`src/include/mpc_pkg.sv`:
```
// Constants and carrier types for the motor PWM current regulator.
// Assumes a single 50 MHz core clock; sampling times are scaled from a 4 MHz peripheral rate.
package mpc_pkg;
    // Core clock rate in kHz
    localparam int CLK_KHZ = 50000;
    // Peripheral reference rate that the printed times assume, in kHz
    localparam int PERIPH_KHZ = 4000;
    // Comparator sampling divider (one sample per four peripheral ticks)
    localparam int SAMPLE_DIV_PERIPH = 4;
    // Core cycles per sampling tick
    localparam int SAMPLE_DIV = SAMPLE_DIV_PERIPH * CLK_KHZ / PERIPH_KHZ;
    localparam logic [7:0] SAMPLE_LAST = 8'(SAMPLE_DIV - 1);
    // Blanking step in ns, and the same step in core cycles
    localparam int BLANK_STEP_NS = 500;
    localparam int BLANK_STEP_CYC = (BLANK_STEP_NS * CLK_KHZ + 999999) / 1000000;
    localparam logic [7:0] BLANK_STEP = 8'(BLANK_STEP_CYC);
    // Blanking code that turns blanking off, and its reset value
    localparam logic [2:0] BLANK_OFF = 3'h0;
    // Filter code reset value (one sample needed)
    localparam logic [2:0] FILT_RST = 3'h0;
    // Window period table, 4-bit select, in ns at the reference rate
    localparam int WIN_NS [16] = '{20000, 25000, 30000, 40000, 50000, 55250, 64935, 80000,
                                   100000, 160000, 319489, 641025, 800000, 1040582, 1600000, 2564102};
    // Window low time, a fixed time whatever the period; counts are derived from it
    localparam int WIN_LOW_NS = 2500;
    localparam logic [23:0] WIN_LOW = 24'(WIN_LOW_NS * CLK_KHZ / 1000000);
    // Reset-state choices for the motor outputs
    typedef enum logic [1:0] {
        MPC_RST_HIZ = 2'h0,
        MPC_RST_HIGH = 2'h1,
        MPC_RST_LOW = 2'h2
    } mpc_rststate_e;
    // Control bits from software
    typedef struct packed {
        logic current_mode_select;
        logic limit_irq_mask;
        logic overcurrent_output_kill;
        logic clock_enable;
        logic dac_enable;
        logic [2:0] ref_out_enable;
        logic [2:0] blanking_window_len;
        logic [2:0] feedback_sample_count;
        logic [3:0] window_rate_select;
    } mpc_ctrl_s;
endpackage

```
`src/rtl/mpc_filter.sv`:
```
// Comparator sampling, blanking window and consecutive-sample filter.
// Assumes the comparator input is synchronous to the core clock.
`timescale 1ns/1ns
module mpc_filter import mpc_pkg::*; (
    // Clock and reset
    input wire logic core_clk_i,
    input wire logic rst_n_i,
    // Control
    input wire logic comp_on_i,
    input wire logic pwm_on_pulse_i,
    input wire logic [2:0] blank_len_i,
    input wire logic [2:0] filt_code_i,
    // Comparator and result
    input wire logic above_i,
    output logic limit_o
);
    // Sample tick divider, blanking counter, run counter
    logic [7:0] div_q, div_d;
    logic [10:0] blank_q, blank_d;
    logic [3:0] run_q, run_d;
    logic limit_q, limit_d;
    logic tick;

    // Next-state computation
    always_comb begin
        tick = (div_q == SAMPLE_LAST);
        div_d = tick ? 8'h00 : div_q + 8'h01;
        blank_d = blank_q;
        run_d = run_q;
        limit_d = limit_q;
        if (!comp_on_i) begin
            // Comparator off: no events
            run_d = 4'h0;
            limit_d = 1'b0;
            blank_d = 11'h000;
        end else if (pwm_on_pulse_i) begin
            // Blank from each turn-on, restart count
            blank_d = 11'(blank_len_i * BLANK_STEP);
            run_d = 4'h0;
            limit_d = 1'b0;
        end else begin
            if (blank_q != 11'h000) begin
                blank_d = blank_q - 11'h001;
            end
            if (tick && blank_q == 11'h000) begin
                if (!above_i) begin
                    run_d = 4'h0;
                    limit_d = 1'b0;
                end else if (run_q < {1'b0, filt_code_i}) begin
                    run_d = run_q + 4'h1;
                end else begin
                    limit_d = 1'b1;
                end
            end
        end
    end

    // Registers
    always_ff @(posedge core_clk_i or negedge rst_n_i) begin
        if (!rst_n_i) begin
            div_q <= 8'h00;
            blank_q <= 11'h000;
            run_q <= 4'h0;
            limit_q <= 1'b0;
        end else begin
            div_q <= div_d;
            blank_q <= blank_d;
            run_q <= run_d;
            limit_q <= limit_d;
        end
    end

    assign limit_o = limit_q;
endmodule

```
`src/rtl/mpc_pwm_mgr.sv`:
```
// PWM manager: voltage/current mode selection, limiter and output kill.
// Assumes the PWM generator compares and the comparator level are synchronous inputs.
`timescale 1ns/1ns
module mpc_pwm_mgr import mpc_pkg::*; (
    // Clock and reset
    input wire logic core_clk_i,
    input wire logic rst_n_i,
    // Software control bits
    input wire mpc_ctrl_s ctrl_i,
    input wire logic master_enable_set_i,
    input wire logic limit_flag_clear_i,
    input wire mpc_rststate_e reset_state_opt_i,
    // PWM generator compares U, V, W
    input wire logic [2:0] phase_cmp_i,
    // Current comparator (sense above reference)
    input wire logic current_above_i,
    // Channel manager side
    input wire logic [5:0] phase_select_i,
    output logic pwm_o,
    output logic [5:0] motor_phase_outputs_o,
    output logic [5:0] motor_phase_oe_o,
    // Current reference outputs
    output logic phase_u_ref_out_o,
    output logic phase_v_ref_out_o,
    output logic phase_w_ref_out_o,
    // Status
    output logic output_master_enable_o,
    output logic limit_irq_flag_o,
    output logic limit_irq_o
);
    // Measurement window counter and level
    logic [23:0] win_q, win_d;
    logic win_q_lvl, win_d_lvl;
    logic [23:0] win_len;
    // PWM state and edge
    logic pwm_q, pwm_d;
    // Compare U of the previous cycle, for the generator's turn-on edge
    logic cmp_u_q, cmp_u_d;
    logic on_pulse;
    logic limit;
    logic comp_on;
    // Status registers
    logic moe_q, moe_d;
    logic flag_q, flag_d;
    logic irq_q, irq_d;
    logic [5:0] out_q, out_d, oe_q, oe_d;
    logic [2:0] ref_q, ref_d;
    // Blank and filter fields from software; reset value handled by caller reset
    logic [2:0] blank_len;

    // Window period lookup
    always_comb begin
        win_len = 24'(WIN_NS[ctrl_i.window_rate_select] * (CLK_KHZ / 1000) / 1000);
    end

    assign comp_on = ctrl_i.clock_enable | ctrl_i.dac_enable;
    assign blank_len = ctrl_i.blanking_window_len;

    // Filter instance
    mpc_filter u_filter (
        .core_clk_i(core_clk_i),
        .rst_n_i(rst_n_i),
        .comp_on_i(comp_on),
        .pwm_on_pulse_i(on_pulse),
        .blank_len_i(blank_len),
        .filt_code_i(ctrl_i.feedback_sample_count),
        .above_i(current_above_i),
        .limit_o(limit)
    );

    // Window generator and PWM formation
    always_comb begin
        win_d = (win_q >= win_len - 24'h000001) ? 24'h000000 : win_q + 24'h000001;
        win_d_lvl = (win_d < WIN_LOW); // Window active during low part
        cmp_u_d = phase_cmp_i[0];
        on_pulse = 1'b0;
        if (ctrl_i.current_mode_select) begin
            // On at window end, off at next start or on limit
            pwm_d = pwm_q;
            if (win_q_lvl && !win_d_lvl) begin
                pwm_d = 1'b1;
                on_pulse = 1'b1;
            end else if (win_d_lvl || limit) begin
                pwm_d = 1'b0;
            end
        end else begin
            // Compare U, cut by the limiter
            pwm_d = phase_cmp_i[0] & ~limit;
            // Turn-on is the generator edge, so a cut PWM stays off until it recurs or a below-limit sample drops the limit
            on_pulse = phase_cmp_i[0] & ~cmp_u_q;
        end
    end

    // Flags, master enable and outputs
    always_comb begin
        flag_d = flag_q;
        moe_d = moe_q;
        if (limit_flag_clear_i) begin
            flag_d = 1'b0;
        end
        if (master_enable_set_i) begin
            moe_d = 1'b1;
        end
        // Set wins over clear; only voltage mode raises it
        if (limit && !ctrl_i.current_mode_select) begin
            flag_d = 1'b1;
            if (ctrl_i.limit_irq_mask && ctrl_i.overcurrent_output_kill) begin
                moe_d = 1'b0;
            end
        end
        irq_d = flag_d & ctrl_i.limit_irq_mask & ~ctrl_i.current_mode_select;
        // Reference outputs in current mode
        ref_d = ctrl_i.current_mode_select ? (phase_cmp_i & ctrl_i.ref_out_enable) : 3'h0;
        // Channel routing: PWM onto selected outputs, others low
        for (int i = 0; i < 6; i++) begin
            if (!moe_d) begin
                // Reset state from option
                out_d[i] = (reset_state_opt_i == MPC_RST_HIGH);
                oe_d[i] = (reset_state_opt_i != MPC_RST_HIZ);
            end else begin
                out_d[i] = pwm_d & phase_select_i[i];
                oe_d[i] = 1'b1;
            end
        end
    end

    // Registers
    always_ff @(posedge core_clk_i or negedge rst_n_i) begin
        if (!rst_n_i) begin
            win_q <= 24'h000000;
            win_q_lvl <= 1'b1;
            pwm_q <= 1'b0;
            cmp_u_q <= 1'b0;
            moe_q <= 1'b0;
            flag_q <= 1'b0;
            irq_q <= 1'b0;
            ref_q <= 3'h0;
            out_q <= 6'h00;
            oe_q <= 6'h00;
        end else begin
            win_q <= win_d;
            win_q_lvl <= win_d_lvl;
            pwm_q <= pwm_d;
            cmp_u_q <= cmp_u_d;
            moe_q <= moe_d;
            flag_q <= flag_d;
            irq_q <= irq_d;
            ref_q <= ref_d;
            out_q <= out_d;
            oe_q <= oe_d;
        end
    end

    assign pwm_o = pwm_q;
    assign motor_phase_outputs_o = out_q;
    assign motor_phase_oe_o = oe_q;
    assign {phase_w_ref_out_o, phase_v_ref_out_o, phase_u_ref_out_o} = ref_q;
    assign output_master_enable_o = moe_q;
    assign limit_irq_flag_o = flag_q;
    assign limit_irq_o = irq_q;
endmodule

```
`config.mk`:
```
export PLATFORM = sky130hd
export DESIGN_NAME = mpc_pwm_mgr
export DESIGN_NICKNAME = d
export VERILOG_FILES = /design/src/include/mpc_pkg.sv /design/src/rtl/mpc_filter.sv /design/src/rtl/mpc_pwm_mgr.sv
export SDC_FILE = /design/constraint.sdc
export NUM_CORES = 1
export LEC_CHECK = 0
export BUFFER_PORTS_ARGS = -buffer_cell sky130_fd_sc_hd__buf_2
export CORE_MARGIN = 4
export CORE_UTILIZATION = 60
export CTS_BUF_LIST = sky130_fd_sc_hd__clkbuf_16
export DETAILED_ROUTE_END_ITERATION = 10
export PLACE_DENSITY_LB_ADDON = 0.15
export SETUP_SLACK_MARGIN = 0.05
export SKIP_LAST_GASP = 1
export SYNTH_ARGS = -nofsm -noshare
export SYNTH_HDL_FRONTEND = slang
export SYNTH_SLANG_ARGS = --single-unit
```
`constraint.sdc`:
```
create_clock -name core_clk_i -period 7.02 [get_ports core_clk_i]
set_input_delay 0.351 -clock core_clk_i [delete_from_list [all_inputs] [get_ports core_clk_i]]
set_output_delay 0.351 -clock core_clk_i [all_outputs]
set_load 0.05 [all_outputs]
```
==> run metrics, run 1 <==
status=did not finish; Stop stage=clock tree synthesis; stop err=[ERROR DPL-0038] Utilization greater than 100%, impossible to legalize; H-tree lvl count=3; Post-synth EDFFs=0; Max clock buf depth=2; dpl cell area=0.0184 mm2; Primary FF master, synth=dfrtp_1; Initial Utilization=0.619; gpl congestion=0.950; post-CTS resize count=366; PortBufs=52; Post-Synthesis Cells=1748; Chip Height=156 um; syn_area_per_cell=7.54 um2; FF+latch count, synth=64; Place WS=-14.72 ns; Area contributors post-synth=dfrtp_1 (12%), ha_1 (11%), nor2_1 (5.0%), xnor2_1 (4.8%), nand2_1 (3.9%); hold_buf cts=0; Post-Synthesis Cell Area=0.0132 mm2; Yosys cell types=116; I/O Pins=53; Horiz. Die Dim=156 um; Yosys warnings=0; top cell type by total area after synthesis=dfrtp_1; half-perimeter wire length after placement=37.8 mm; asr flop ratio synth=1.00; CTS sink count=64; syn nets=1912; Rows=53; Seq/Total Area, Yosys=0.122; total CTS buffers=9; Post-CTS Repair Setup Buffers=124; Root Buffer=clkbuf_16; Synth top area share=0.120
==> Yosys cell counts (all sizes together), types with 28 or more instances <==
| library cell | number |
|---|---|
| nor2 | 180 |
| nand2 | 139 |
| ha | 115 |
| a21oi | 104 |
| nand3 | 87 |
| o21ai | 82 |
| xnor2 | 72 |
| inv | 68 |
| dfrtp | 63 |
| nor3 | 59 |
| xor2 | 42 |
| buf | 41 |
| clkbuf | 41 |
| a31oi | 35 |
| a21o | 33 |
| and3 | 33 |
| a211oi | 32 |
| mux2i | 32 |
| or3 | 30 |
| and2 | 29 |
| nand4 | 28 |
| nor4 | 28 |
==> logic make-up after synthesis <==
kind of cell / Yosys count / share of synthesized area
AND/OR/NAND/NOR: 701 / 0.270
flip-flops: 64 / 0.122
AO/OA/AOI/OAI: 538 / 0.309
XOR/XNOR: 114 / 0.0758
multiplexers: 47 / 0.0374
adder cells (fa/ha/maj): 133 / 0.134
other: 1 / 0.000285
buffers and inverters: 150 / 0.0516
==> stage by stage <==
| step | utilization | hold slack (ns) | setup TNS, ns | cells |
|---|---|---|---|---|
| after detailed placement | 0.863 | 0.484 | -669.19 | 2568 |
| after global placement | 0.863 | 0.467 | -639.56 | 2568 |
| after floorplan | - | 0.0554 | -580.85 | 1748 |
==> inputs of run 2 (changes only) <==
CORE_UTILIZATION = 40   (was 60)
CTS_BUF_LIST = not set   (was sky130_fd_sc_hd__clkbuf_16)
SETUP_SLACK_MARGIN = not set   (was 0.05)
==> run 2 against run 1 <==
Against the previous run:
- the flow now finishes, with violations (negative setup slack)
- area after synthesis stayed put
- synthesized cell count stayed put
==> run metrics, run 2 <==
GR Layer Usage met1=0.339; Ant. Diodes=0; asr flop ratio synth=1.00; Final Hold Fails=0; Slew Viols, Final=0; Final Skew=0.00637 ns; FILL cells=2583; Synth top area share=0.120; PortBufs=52; Total Routed Length=49.9 mm; Worst setup SP type=input pin; Bufs and invs on worst path=17; layout cells sized above 1=0.501; count leader, synth=nor2_1; met3 GRT Util=0.0243; Area contributors post-synth=dfrtp_1 (12%), ha_1 (11%), nor2_1 (5.0%), xnor2_1 (4.8%), nand2_1 (3.9%); gpl congestion=0.936; Largest regs=win_q x24, u_filter.blank_q x11, u_filter.div_q x8; clock-pin slew on the worst setup and hold paths=0.06 ns; RSZ-0062 raised after global routing=yes; Post-synth EDFFs=0; I/O Pins=53; reg-to-reg endpoint=u_filter.blank_q[7]; failing checks=negative setup slack; H-tree lvl count=3; crit-path max cell delay=0.56 ns; Avg Vias per Cell=5.72; worst min path class=in2reg; Core Util, Final=0.687; Setup crit end=u_filter.blank_q[7]; syn_area_per_cell=7.54 um2; total CTS buffers=9; WP data required=7.21 ns; CTS tree=done; CTS sink count=64; Reg2Reg Setup Slack=1.91 ns; Nets=2628; Worst slew margin=0.385; slowest stage cell, crit path=or4_4; wire per inst=17.1 um; commonest cells after routing, fill and taps aside=buf_4 (702), nor2_1 (141), nand2_1 (127); vias in the first global route=16300; FF+latch count, synth=64; worst hold slack=0.153 ns; CORE AREA=0.0325 mm2; pin count of the biggest net entering global routing=65; fin crit share=2.90; Pre-Repair DR Iteration Count=5; Rows=66; Root Buffer=clkbuf_16; Post-Synthesis Cell Area=0.0132 mm2; Slew @ Worst Pin=0.915 ns; Yosys warnings=0; CP top delay family=compound AO/OA/AOI/OAI gates; Final Worst Setup Slack=-13.35 ns; Post-synth top cells=nor2_1 (177), nand2_1 (137), ha_1 (115), a21oi_1 (97), nand3_1 (87); Seq/Total Area, Yosys=0.122; Via Count=16700; Chip Height=190 um; met2 Use GR=0.443; Worst setup EP type=flip-flop; Biggest register=win_q; Horiz. Die Dim=190 um; top cell type by total area after synthesis=dfrtp_1; Yosys cell types=116; Post-Synthesis Cells=1748; f_max=0.0491 GHz; dpl cell area=0.0189 mm2; Critical R2R Launch=win_q[0]; half-perimeter wire length after placement=36.1 mm; crit path max fanout=8; max reg flops=24; CP Depth=106; cell area after layout=0.0223 mm2; syn nets=1912; critical path class=in2reg; initial antenna violation count=0; number of setup violations in the final report=48; Die ar.=0.0359 mm2; GR peak layer=met2; Initial Utilization=0.405; Final ANT Viol Nets=0; area grow syn2layout=69.6%; Primary FF master, synth=dfrtp_1; worst path arrival time=20.56 ns; Worst path most repeated cell=buf_4; Critical path origin=ctrl_i[0]; global-route congestion overflow total=0; status=finished with violations; first-pass GRT wire length=78.3 mm; Iter 0 DRT Violations=1169; GRT Total Usage=0.252; Max clock buf depth=2; DRC=0; commonest non-fill, non-tap cell in the layout=buf_4; R2R depth=36; max-cap viol count=0; hold_buf cts=0; minimum clock period=20.37 ns; Worst-Skew Late Latency=0.33 ns
## run 2: cell counts after synthesis
Identical to the previous run, type by type.
## run 2: worst reg2reg max path: cells and delay by family, from the launching register on
family,cells,cell delay (ns)
adder cells (fa/ha/maj),1,0.29
multiplexers,1,0.14
buffers and inverters,3,0.43
flip-flops,1,0.52
AO/OA/AOI/OAI,15,2.12
AND/OR/NAND/NOR,16,1.47
## run 2: cells by family after synthesis
| logic type | Yosys count | synth area share |
|---|---|---|
| flops | 64 | 0.122 |
| fa+ha+maj | 133 | 0.134 |
| other cells | 1 | 0.000285 |
| xor+xnor | 114 | 0.0758 |
| compound gates | 538 | 0.309 |
| buf+inv | 150 | 0.0516 |
| mux | 47 | 0.0374 |
| simple gates | 701 | 0.270 |
## run 2: layer usage
layer	wire, um	vias up
met1	22200	8035
met5	0	-
met2	24700	475
li1	-	8062
met4	1040	0
met3	1970	90
## run 2: layout make-up
class	count	area [um2]	area share
Multi-Input combinational cell	1534	13600	0.608
Tap cell	442	553	0.0247
Timing Repair Buffer	787	6040	0.270
Clock inverter	6	67.6	0.00302
Clock buffer	10	239	0.0107
Inverter	68	272	0.0121
Sequential cell	64	1600	0.0717
## run 2: how the worst min path moves through the flow
stage / start / end / slack, ns / cells after the start
final: phase_cmp_i[0] / cmp_u_q / 0.15 / 1
after global routing: phase_cmp_i[0] / cmp_u_q / 0.14 / 1
after CTS: phase_cmp_i[0] / cmp_u_q / 0.16 / 1
after detailed placement: u_filter.div_q[7] / u_filter.div_q[7] / 0.47 / 1
after global placement: u_filter.div_q[7] / u_filter.div_q[7] / 0.47 / 1
after floorplan: rst_n_i / cmp_u_q / 0.06 / 0
## run 2: repair_timing
action / 4_1_cts / 5_1_grt
gates resized for setup: 255 / 170
pin swaps: 85 / 99
setup endpoints to repair: 48 / 48
setup buffers: 74 / 39
cloned: 4 / 0
## run 2: metrics by stage
step                setup TNS (ns)  setup WS [ns]  instances
global route               -655.99         -14.30       2911
global placement           -649.24         -14.21       2781
finish                     -612.07         -13.35       2911
floorplan                  -580.85         -12.78       1748
detailed placement         -659.70         -14.48       2781
CTS                        -590.47         -12.86       2874
Power of run 2 is not shown: default switching activity piles up to over one toggle a cycle in this logic, so the estimate is an artifact.
==> inputs of run 3 (changes only) <==
CORE_UTILIZATION = 30   (was 40)
==> run 3 against run 2 <==
Against the previous run:
- the run still ends with negative setup slack left
- largest cell class unchanged
- register-to-register slack lost 0.06 ns
- non-clock buffer count grew 3
- hold slack gained 0.014 ns
- wire length shrank 3.2%
- sequential cell count is the same
- setup slack lost 0.25 ns
- clock skew grew 0.0030 ns
- utilization shrank 18 points
- sequential share of layout area grew 0.089 points
==> run metrics, run 3 (same netlist as run 2, synthesis figures left out) <==
first-pass GRT wire length=79.8 mm; RSZ-0062 raised after global routing=yes; hold depth=1; reg-to-reg endpoint=u_filter.blank_q[3]; status=finished with violations; slowest stage cell, crit path=fa_2; Nets=2631; critical path class=in2reg; R2R depth=36; Final Hold Fails=0; max-cap viol count=0; Pre-Repair DR Iteration Count=7; Via Count=16100; wire per inst=15.8 um; Critical R2R Launch=win_q[0]; H-tree lvl count=3; Endpoint, Worst Hold=cmp_u_q; CTS sink count=64; global-route congestion overflow total=0; GRT Total Usage=0.197; Avg Vias per Cell=5.26; Worst slew margin=0.453; pin count of the biggest net entering global routing=65; hold_buf cts=0; Horiz. Die Dim=218 um; number of setup violations in the final report=48; PortBufs=52; vias in the first global route=16200; half-perimeter wire length after placement=38.5 mm; multi-input logic area=0.0131 mm2; Final ANT Viol Nets=0; crit-path max cell delay=0.59 ns; I/O Pins=53; Largest regs=win_q x24, u_filter.blank_q x11, u_filter.div_q x8; f_max=0.0485 GHz; area grow syn2layout=67.5%; Root Buffer=clkbuf_16; crit path max fanout=6; Worst-Skew Late Latency=0.33 ns; Seq. cell area=0.00160 mm2; minimum clock period=20.61 ns; Biggest register=win_q; Ant. Diodes=0; worst min path class=in2reg; commonest non-fill, non-tap cell in the layout=buf_4; DRC=0; Final Skew=0.00932 ns; CTS tree=done; worst hold slack=0.168 ns; worst path arrival time=20.81 ns; max reg flops=24; Die ar.=0.0473 mm2; total CTS buffers=9; FILL cells=4124; CORE AREA=0.0433 mm2; Slew @ Worst Pin=0.820 ns; Final Worst Setup Slack=-13.59 ns; fin crit share=2.94; Initial Utilization=0.305; Total Routed Length=48.3 mm; Slew Viols, Final=0; Reg2Reg Setup Slack=1.85 ns; failing checks=negative setup slack; Worst setup EP type=flip-flop; initial antenna violation count=0; commonest cells after routing, fill and taps aside=buf_4 (707), nor2_1 (152), nand2_1 (126); Worst path most repeated cell=buf_4; WP data required=7.21 ns; layout cells sized above 1=0.481; Chip Height=218 um; Max clock buf depth=2; clock-pin slew on the worst setup and hold paths=0.06 ns; gpl congestion=0.897; Rows=76; worst hold start=phase_cmp_i[0]; Iter 0 DRT Violations=964; Worst setup SP type=input pin
run 3: cell types whose count changed in the layout (fill, tap and decap cells not counted), sizes merged:
cell      previous run  this run
bufbuf               0         1
bufinv               1         2
clkbuf              10         9
clkinvlp             3         2
buf                787       789
inv                 68        69
run 3: stage by stage:
| stage | TNS [ns] | std cells | worst slack, ns | instance area, um2 | utilization |
|---|---|---|---|---|---|
| detailed placement | -662.13 | 2939 | -14.55 | 19200 | 0.444 |
| finish | -620.39 | 3057 | -13.59 | 22100 | 0.510 |
| CTS | -603.37 | 3032 | -13.26 | 21500 | 0.497 |
| global route | -668.75 | 3057 | -14.64 | 22100 | 0.510 |
| floorplan | -580.85 | 1748 | -12.78 | 13900 | - |
| global placement | -657.65 | 2939 | -14.40 | 19200 | 0.444 |
run 3: area by class of cell:
class,count,share of cell area
multi-input cells,1534,0.592
repair buffers,790,0.275
flip-flops and latches,64,0.0726
well taps,585,0.0332
inverters,68,0.0124
clock buffers,9,0.0102
clock inverters,7,0.00465
run 3: routing by layer:
layer | global-route usage | wire [um]
met5 | 0 | 0
met4 | 0.0316 | 732
met3 | 0.0117 | 969
met2 | 0.353 | 23700
met1 | 0.265 | 22800
run 3: critical path: cells and delay by family:
| family | cells | cell delay (ns) |
|---|---|---|
| AND/OR/NAND/NOR | 33 | 6.02 |
| adder cells (fa/ha/maj) | 8 | 2.39 |
| multiplexers | 3 | 0.66 |
| XOR/XNOR | 1 | 0.08 |
| AO/OA/AOI/OAI | 43 | 7.59 |
| buffers and inverters | 26 | 3.68 |
run 3: worst max path at each step:
stage               startpoint                   to
finish               ctrl_i[1]  u_filter.blank_q[3]
global route         ctrl_i[1]  u_filter.blank_q[6]
CTS                  ctrl_i[1]  u_filter.blank_q[3]
detailed placement   ctrl_i[0]  u_filter.blank_q[2]
global placement     ctrl_i[0]  u_filter.blank_q[0]
floorplan            ctrl_i[3]  u_filter.blank_q[0]
run 3: what timing repair did:
item | CTS | global route
setup endpoints to repair | 48 | 48
buffers inserted | 77 | 26
pin swaps | 136 | 47
cloned | 3 | 0
gates resized for setup | 240 | 80
Power of run 3 is left out for the same reason.
==> inputs of run 4 (changes only) <==
REMOVE_ABC_BUFFERS = 1   (was not set)
SLEW_MARGIN = 15   (was not set)
==> run 4 against run 3 <==
Against the previous run:
- the run still ends with negative setup slack left
- clock skew shrank 0.00057 ns
- sequential share of layout area shrank 0.32 points
- count of clock-buffer cells in the layout grew 1
- critical path type unchanged
- highest routed layer unchanged
==> run metrics, run 4 (same netlist as run 2, synthesis figures left out) <==
first-pass GRT wire length=81.1 mm; R2R depth=35; fin crit share=2.94; area grow syn2layout=75.1%; gpl congestion=0.866; reg-to-reg endpoint=u_filter.blank_q[2]; Avg Vias per Cell=5.32; layout cells sized above 1=0.527; cell area after layout=0.0231 mm2; Initial Utilization=0.305; H-tree lvl count=3; Final Worst Setup Slack=-13.60 ns; status=finished with violations; Reg2Reg Setup Slack=1.99 ns; Max clock buf depth=2; Final ANT Viol Nets=0; FILL cells=3977; failing checks=negative setup slack; Endpoint, Worst Hold=cmp_u_q; PortBufs=52; worst min path class=in2reg; Total Routed Length=50.4 mm; number of setup violations in the final report=48; Slew @ Worst Pin=0.811 ns; max reg flops=24; crit path max fanout=7; Largest regs=win_q x24, u_filter.blank_q x11, u_filter.div_q x8; I/O Pins=53; dpl cell area=0.0185 mm2; DRC=0; CORE AREA=0.0433 mm2; Rows=76; max-cap viol count=0; Critical R2R Launch=win_q[0]; Worst slew margin=0.459; Worst path most repeated cell=buf_6; Biggest register=win_q; global-route congestion overflow total=0; minimum clock period=20.62 ns; Final Skew=0.00875 ns; Worst setup SP type=input pin; RSZ-0062 raised after global routing=yes; commonest non-fill, non-tap cell in the layout=buf_4; Via Count=16400; wire per inst=16.4 um; critical path class=in2reg; Worst-Skew Late Latency=0.33 ns; worst hold start=phase_cmp_i[0]; f_max=0.0485 GHz; hold_buf cts=0; pin count of the biggest net entering global routing=65; Nets=2652; Ant. Diodes=0; GRT Total Usage=0.198; Chip Height=218 um; Die ar.=0.0473 mm2; slowest stage cell, crit path=fa_1; Iter 0 DRT Violations=962; Final Hold Fails=0; WP data required=7.21 ns; Slew Viols, Final=0; Place WS=-15.39 ns; crit-path max cell delay=0.56 ns; total CTS buffers=9; CTS sink count=64; Worst setup EP type=flip-flop; CTS tree=done; Root Buffer=clkbuf_16; worst path arrival time=20.81 ns; commonest cells after routing, fill and taps aside=buf_4 (697), nor2_1 (131), nand2_1 (122); half-perimeter wire length after placement=37.6 mm; Horiz. Die Dim=218 um; clock-pin slew on the worst setup and hold paths=0.06 ns; hold depth=1; initial antenna violation count=0; Pre-Repair DR Iteration Count=5; vias in the first global route=16500
run 4: changes by cell type in the layout (fill, tap and decap cells not counted), sizes merged:
cell      delta
clkbuf       +4
bufinv       -1
bufbuf       -1
inv          -1
clkinv       -1
buf         +19
clkinvlp     +2
run 4: critical path: cells and delay by family:
| family | cells | cell delay (ns) |
|---|---|---|
| muxes | 4 | 1.01 |
| buffers and inverters | 21 | 2.90 |
| xor gates and xnor gates | 4 | 0.60 |
| AOI/OAI and AO/OA | 39 | 7.95 |
| adders and majority gates | 7 | 2.04 |
| and+or+nand+nor | 36 | 5.91 |
run 4: per-stage QoR:
stage	utilization	hold WS (ns)	setup TNS, ns	instances
2_1_floorplan	-	0.0554	-704.72	1666
3_3_place_gp	0.427	0.467	-691.96	2924
3_5_place_dp	0.427	0.474	-700.59	2924
4_1_cts	0.495	0.153	-601.94	3028
5_1_grt	0.533	0.156	-658.80	3078
6_report	0.533	0.162	-623.75	3078
run 4: per-layer routing:
metal / GRT usage / routed length, um
met1: 0.274 / 23700
met2: 0.340 / 24300
met3: 0.0152 / 1500
met4: 0.0354 / 920
met5: 0 / 0
run 4: final cells by class:
cell class | instances | area [um2] | area share
Sequential cell | 64 | 1600 | 0.0694
Clock inverter | 6 | 66.3 | 0.00287
Multi-Input combinational cell | 1534 | 13800 | 0.599
Inverter | 68 | 267 | 0.0115
Timing Repair Buffer | 811 | 6340 | 0.275
Clock buffer | 10 | 239 | 0.0104
Tap cell | 585 | 732 | 0.0317
run 4: worst max path at each step:
stage              start                       end  slack, ns
6_report       ctrl_i[1]       u_filter.blank_q[2]     -13.60
5_1_grt        ctrl_i[0]       u_filter.blank_q[2]     -14.37
4_1_cts        ctrl_i[0]       u_filter.blank_q[2]     -13.19
3_5_place_dp   ctrl_i[0]  motor_phase_outputs_o[4]     -15.39
3_3_place_gp   ctrl_i[1]  motor_phase_outputs_o[5]     -15.16
2_1_floorplan  ctrl_i[1]          u_filter.limit_o     -15.54
run 4: timing repair:
action / CTS / global route
setup endpoints to repair: 48 / 48
pin swaps: 156 / 144
gates cloned: 0 / 2
buffers inserted: 90 / 53
resized for setup: 402 / 235
Power of run 4 is left out for the same reason.
